--- src/shared/rtc_params.svh ---
// Constants for the rotate-through-carry unit
`ifndef RTC_PARAMS_SVH
`define RTC_PARAMS_SVH

// ==========================================
// Opcode fields
`define RTC_OPC_HI 13
`define RTC_OPC_LO 8
`define RTC_DEST_BIT 7
`define RTC_ADDR_HI 6
`define RTC_ROTATE_LEFT_CARRY_OP 6'h0d
`define RTC_ROTATE_RIGHT_CARRY_OP 6'h0c

// ==========================================
// Reset values
`define RTC_W_RESET 8'h00
`define RTC_C_RESET 1'h0

`endif

--- src/shared/rtc_pkg.sv ---
// Types for the rotate-through-carry unit
package rtc_pkg;

    // ==========================================
    // Instruction phases, one-hot
    typedef enum logic [3:0] {
        RTC_PH_DECODE = 4'h1,
        RTC_PH_READ = 4'h2,
        RTC_PH_PROC = 4'h4,
        RTC_PH_WRITE = 4'h8
    } rtc_phase_t;

    // Decoded instruction word
    typedef struct packed {
        logic [5:0] opcode;
        logic dest;
        logic [6:0] addr;
    } rtc_instr_t;

    // Data memory write request
    typedef struct packed {
        logic en;
        logic [6:0] addr;
        logic [7:0] data;
    } rtc_mem_wr_t;

endpackage : rtc_pkg

--- src/design/rtc_unit.sv ---
// Rotate-through-carry execution unit
`timescale 1ns/10ps
`include "rtc_params.svh"

module rtc_unit
    import rtc_pkg::*;
(
    // Clock and reset
    input wire logic clk_i,
    input wire logic reset_n_i,
    // Instruction from decoder
    input wire logic instr_valid_i,
    input wire logic [13:0] instr_i,
    // Data memory read
    output logic [6:0] mem_raddr_o,
    input wire logic [7:0] mem_rdata_i,
    // Data memory write
    output rtc_mem_wr_t mem_wr_o,
    // Core state
    output logic [7:0] w_o,
    output logic carry_o,
    output logic busy_o,
    output logic done_o
);

    // ==========================================
    // Helpers

    function automatic logic [8:0] rot_carry(input logic left, input logic [7:0] v,
                                             input logic c);
        logic [8:0] r;
        r = 9'h000;
        if (left) begin
            r = {v[7], v[6:0], c};
        end else begin
            r = {v[0], c, v[7:1]};
        end
        return r;
    endfunction : rot_carry

    // True for either rotate opcode
    function automatic logic is_rot(input logic [5:0] op);
        return (op == `RTC_ROTATE_LEFT_CARRY_OP) || (op == `RTC_ROTATE_RIGHT_CARRY_OP);
    endfunction : is_rot

    // True for the left rotate opcode
    function automatic logic is_left(input logic [5:0] op);
        return op == `RTC_ROTATE_LEFT_CARRY_OP;
    endfunction : is_left

    // ==========================================
    // State

    // Current phase and latched word
    rtc_phase_t phase_q, phase_d;
    rtc_instr_t ins_q, ins_d;
    // Datapath: source byte, rotated byte, carry out
    logic [7:0] opnd_q, opnd_d;
    logic [7:0] res_q, res_d;
    logic cres_q, cres_d;
    // Accumulator and carry flag
    logic [7:0] w_q, w_d;
    logic c_q, c_d;
    // Write request and completion pulse
    rtc_mem_wr_t wr_q, wr_d;
    logic done_q, done_d;
    // Word accepted at this edge
    logic take;

    // Only a rotate word in the decode phase is taken; others pass unseen
    assign take = (phase_q == RTC_PH_DECODE) && instr_valid_i
                  && is_rot(instr_i[`RTC_OPC_HI:`RTC_OPC_LO]);

    // ==========================================
    // Phase sequencer

    always_comb begin
        phase_d = phase_q;
        case (phase_q)
            RTC_PH_DECODE: begin
                if (take) begin
                    phase_d = RTC_PH_READ;
                end
            end
            RTC_PH_READ: begin
                phase_d = RTC_PH_PROC;
            end
            RTC_PH_PROC: begin
                phase_d = RTC_PH_WRITE;
            end
            RTC_PH_WRITE: begin
                phase_d = RTC_PH_DECODE;
            end
            default: begin
                // An illegal code recovers to decode
                phase_d = RTC_PH_DECODE;
            end
        endcase
    end

    // Phase register
    always_ff @(posedge clk_i or negedge reset_n_i) begin
        if (!reset_n_i) begin
            phase_q <= RTC_PH_DECODE;
        end else begin
            phase_q <= phase_d;
        end
    end

    // ==========================================
    // Instruction latch

    // word held for the whole cycle
    always_comb begin
        ins_d = ins_q;
        if (take) begin
            ins_d = rtc_instr_t'(instr_i);
        end
    end

    // Instruction register; also drives the read address
    always_ff @(posedge clk_i or negedge reset_n_i) begin
        if (!reset_n_i) begin
            ins_q <= '0;
        end else begin
            ins_q <= ins_d;
        end
    end

    // ==========================================
    // Operand and rotator

    // read, then rotate in the next phase
    always_comb begin
        opnd_d = opnd_q;
        res_d = res_q;
        cres_d = cres_q;
        if (phase_q == RTC_PH_READ) begin
            // Source byte sampled at the end of the read phase
            opnd_d = mem_rdata_i;
        end
        if (phase_q == RTC_PH_PROC) begin
            {cres_d, res_d} = rot_carry(is_left(ins_q.opcode), opnd_q, c_q);
        end
    end

    // Operand and result registers
    always_ff @(posedge clk_i or negedge reset_n_i) begin
        if (!reset_n_i) begin
            opnd_q <= 8'h00;
            res_q <= 8'h00;
            cres_q <= `RTC_C_RESET;
        end else begin
            opnd_q <= opnd_d;
            res_q <= res_d;
            cres_q <= cres_d;
        end
    end

    // ==========================================
    // Accumulator and carry

    // Carry settles in the write phase, before the next rotate reads it
    always_comb begin
        w_d = w_q;
        c_d = c_q;
        if (phase_q == RTC_PH_WRITE) begin
            c_d = cres_q;
            if (!ins_q.dest) begin
                w_d = res_q;
            end
        end
    end

    // Accumulator and carry registers
    always_ff @(posedge clk_i or negedge reset_n_i) begin
        if (!reset_n_i) begin
            w_q <= `RTC_W_RESET;
            c_q <= `RTC_C_RESET;
        end else begin
            w_q <= w_d;
            c_q <= c_d;
        end
    end

    // ==========================================
    // Write port and completion

    // Write request and done are one-cycle pulses
    always_comb begin
        wr_d = '0;
        done_d = 1'h0;
        if (phase_q == RTC_PH_WRITE) begin
            if (ins_q.dest) begin
                wr_d.en = 1'h1;
                wr_d.addr = ins_q.addr;
                wr_d.data = res_q;
            end
            done_d = 1'h1;
        end
    end

    // Write request and done registers
    always_ff @(posedge clk_i or negedge reset_n_i) begin
        if (!reset_n_i) begin
            wr_q <= '0;
            done_q <= 1'h0;
        end else begin
            wr_q <= wr_d;
            done_q <= done_d;
        end
    end

    // ==========================================
    // Outputs

    // Registered data, combinational busy
    assign mem_raddr_o = ins_q.addr;
    assign mem_wr_o = wr_q;
    assign w_o = w_q;
    assign carry_o = c_q;
    assign busy_o = (phase_q != RTC_PH_DECODE); // Handshake, combinational
    assign done_o = done_q;

endmodule : rtc_unit

--- config.mk ---
export PLATFORM = sky130hd
export DESIGN_NAME = rtc_unit
export DESIGN_NICKNAME = d
export VERILOG_FILES = /design/src/shared/rtc_pkg.sv /design/src/design/rtc_unit.sv
export VERILOG_INCLUDE_DIRS = /design/src /design/src/shared
export SDC_FILE = /design/constraint.sdc
export NUM_CORES = 1
export LEC_CHECK = 0
export ABC_AREA = 1
export BUFFER_PORTS_ARGS = -buffer_cell sky130_fd_sc_hd__buf_4
export CORE_UTILIZATION = 45
export CTS_CLUSTER_SIZE = 14
export DETAILED_ROUTE_END_ITERATION = 8
export PLACE_DENSITY_LB_ADDON = 0.2
export SLEW_MARGIN = 25
export SYNTH_ARGS = -nofsm -noshare
export SYNTH_HDL_FRONTEND = slang
export SYNTH_SLANG_ARGS = --single-unit
--- constraint.sdc ---
create_clock -name clk_i -period 1.4 [get_ports clk_i]
set_input_delay 0.14 -clock clk_i [delete_from_list [all_inputs] [get_ports clk_i]]
set_output_delay 0.14 -clock clk_i [all_outputs]
set_load 0.03 [all_outputs]
==> summary.md <==
| Metric | Value |
|---|---|
| Status | completed |
| Total global-route track usage | between 10% and 20% |
| Clock Tree Buf Depth | 2 |
| Unrepaired setup endpoints after global routing | false |
| Final setup TNS | 0 ps |
| Static Leakage | about 1.8 nW |
| Tot Pwr | around 4.4 mW |
| Crit Path Max Fanout | 3 |
| Synth area leaders | dfrtp_1 (60%), nand2_1 (16%), nand3_1 (3.8%) |
| Max_cap viols | 0 |
| Root buf cell | clkbuf_8 |
| Core ar. | about 5200 um^2 |
| Layout cells sized above 1 | ~28% |
| Max-slew violations | 0 |
| Iter 0 DRT Violations | 72 |
| Worst VDD drop | about 0.89 mV |
| DR pass1 iterations | 4 |
| Avg WL per Cell | roughly 11 um |
| Port-buffer cells | 58 |
| Pin count of the biggest net entering global routing | 29 |
| Vias per cell | roughly 4.5 |
| Critical Setup Path Class | register to primary output |
| # fillers | around 460 |
| Final Hold Viols | 0 |
| First-pass GRT wire length | 8050 um |
| H-tree Lvls | 3 |
| Final nets | between 300 and 400 |
| Unique masters post-synth | 19 |
| Post-synth top area cell | dfrtp_1 |
| DRC viols | 0 |
| CTS Buf Count | 9 |
| Gr ovfl total | 0 |
| Worst endpoint data arrival time | 1200 ps |
| Avg Cell Area, Syn | just over 9 um^2 |
| Reg2Reg Setup Slack | 110 ps |
| Placer Congestion | 0.721 |
| CTS tree | yes |
| Die Wd | between 70 and 80 um |
| # rows | 26 |
| Initial antenna violation count | 0 |
| Seq cells post-synth | between 60 and 70 |
| R2R cell count | 7 |
| Antenna-violating nets left | 0 |
| Max Clock Freq | roughly 750 MHz |
| Post-synthesis sequential area ratio | 60.7% |
| Startpoint Class | register |
| Die height | approximately 77 um |
| Finish-stage setup viols | 0 |
| Worst slew margin | approximately three quarters |
| Critical Path End Type | primary output |
| Share of the synthesized area in the top cell type | roughly 60% |
| Syn Nets | a little over 300 |
| Metal-1 WL | 2210 um |
| Detailed placer's ending HPWL | about 3300 um |
| Area added between synthesis and finish | 31.1% |
| I/O pin cnt | just under 60 |
| Met3 WL | roughly 250 um |
| Total die area | between 5000 and 6000 um^2 |
| CTS sink count | 61 |
| Min cycle time layout | about 1300 ps |
| Clk_skew | between 3 and 4 ps |
| Worst-margin pin slew | around 360 ps |
| Number of global-route vias before repair | around 1800 |
| Ys Warns | 0 |
| Synthesized cell area | 2510 um^2 |
| Top routing layer used | met4 |
| Met2 wire length | approximately 2100 um |
| Initial Util | roughly 48% |
| Reg clk slew, reported paths | roughly 60 ps |
| Hold path cells | 3 |
| Cells after Synth | between 200 and 300 |
| Diode count | 0 |
| Final worst-path cycle share | 95.6% |
| Detailed Route WL | 4630 um |
| Hold crit path type | input port to register |
| Power density over the cells | approximately 1300 nW/um^2 |
| Via count | approximately 1900 |
| WP data required | roughly 1300 ps |
| Clk Latency, worst-skew pair | approximately 330 ps |
registers in the layout, summed over array words and instances (netlist names), 4 cells and up:
name and cells:
mem_wr_o 16, opnd_q 8, res_q 8, w_o 8, ins_q 7, mem_raddr_o 7, phase_q 4
synthesized netlist by cell type:
library cell,n
nand2_1,104
dfrtp_1,60
nor2_1,24
inv_1,21
nand3_1,19
o21ai_0,13
buf_4,9
inv_2,5
o21ai_1,4
buf_2,3
nand3_2,3
nor2_4,3
nand3_4,2
nor2_2,2
or2_2,2
buf_1,1
buf_8,1
clkbuf_1,1
dfstp_2,1
final timing paths:
path,start,end
min in group asynchronous,reset_n_i,ins_q[8]
max reg2reg,phase_q[0],carry_o
min,mem_rdata_i[6],opnd_q[6]
min reg2reg,cres_q,cres_q
max,phase_q[3],busy_o
max in group asynchronous,reset_n_i,w_o[1]
where the power goes:
part | leakage (nW) | total, mW | internal (mW) | switching, mW
Combinational | 0.888 | 0.889 | 0.361 | 0.528
Sequential | 0.789 | 2.10 | 1.97 | 0.132
Clock | 0.0926 | 1.40 | 0.776 | 0.621
Total | 1.77 | 4.39 | 3.11 | 1.28
area by class of cell:
class                           count  area (um^2)  share of cell area (%)
Multi-Input combinational cell    176          795                    24.1
Clock buffer                       14          173                    5.24
Inverter                           26         97.6                    2.96
Sequential cell                    61         1530                    46.4
Clock inverter                      1         5.00                   0.152
Timing Repair Buffer               76          612                    18.6
Tap cell                           70         87.6                    2.66
logic make-up after synthesis:
group / count (synthesis) / synth area share [%]
AOI/OAI and AO/OA: 17 / 3.38
buffers and inverters: 41 / 8.06
DFF: 61 / 60.7
and+or+nand+nor: 159 / 27.8
critical path, stage by stage, from the launching register on:
cell and delay [ps]:
dfrtp_2 440, nor2_4 150, nand3_4 120, buf_6 160
cells in the final DEF (no fill, tap or decap), types with 3 or more instances in the layout:
master / count
inv_1: 21
clkbuf_8: 12
buf_4: 64
nand2_1: 104
nor2_1: 23
o21ai_1: 4
dfrtp_1: 59
o21ai_0: 13
nand3_4: 3
dlygate4sd3_1: 10
nor2_2: 3
inv_2: 5
nor2_4: 3
nand3_1: 19
metal layers:
layer / vias to the layer above / global-route usage, %
met3: 9 / 4.88
li1: 991 / -
met2: 54 / 27.4
met5: - / 0
met4: 0 / 9.23
met1: 855 / 22.9
per-stage QoR:
stage	area, um^2	std cells	utilization (%)	worst slack [ps]	hold slack, ps
2_1_floorplan	2510	278	-	193	-156
5_1_grt	3300	424	63.0	6.13	21.1
6_report	3300	424	63.0	61.9	13.5
3_5_place_dp	3010	399	57.4	52.7	78.8
3_3_place_gp	3010	399	57.4	88.5	78.7
4_1_cts	3280	424	62.7	4.39	0.0421
what timing repair did:
item,CTS,global route
endpoints found under the hold margin,34,0
setup buffers,0,0
gates resized for setup,1,3
setup endpoints to repair,1,10
hold buffers,10,0
pin swaps,0,2
No activity file was read; power rests on OpenSTA's default activity.
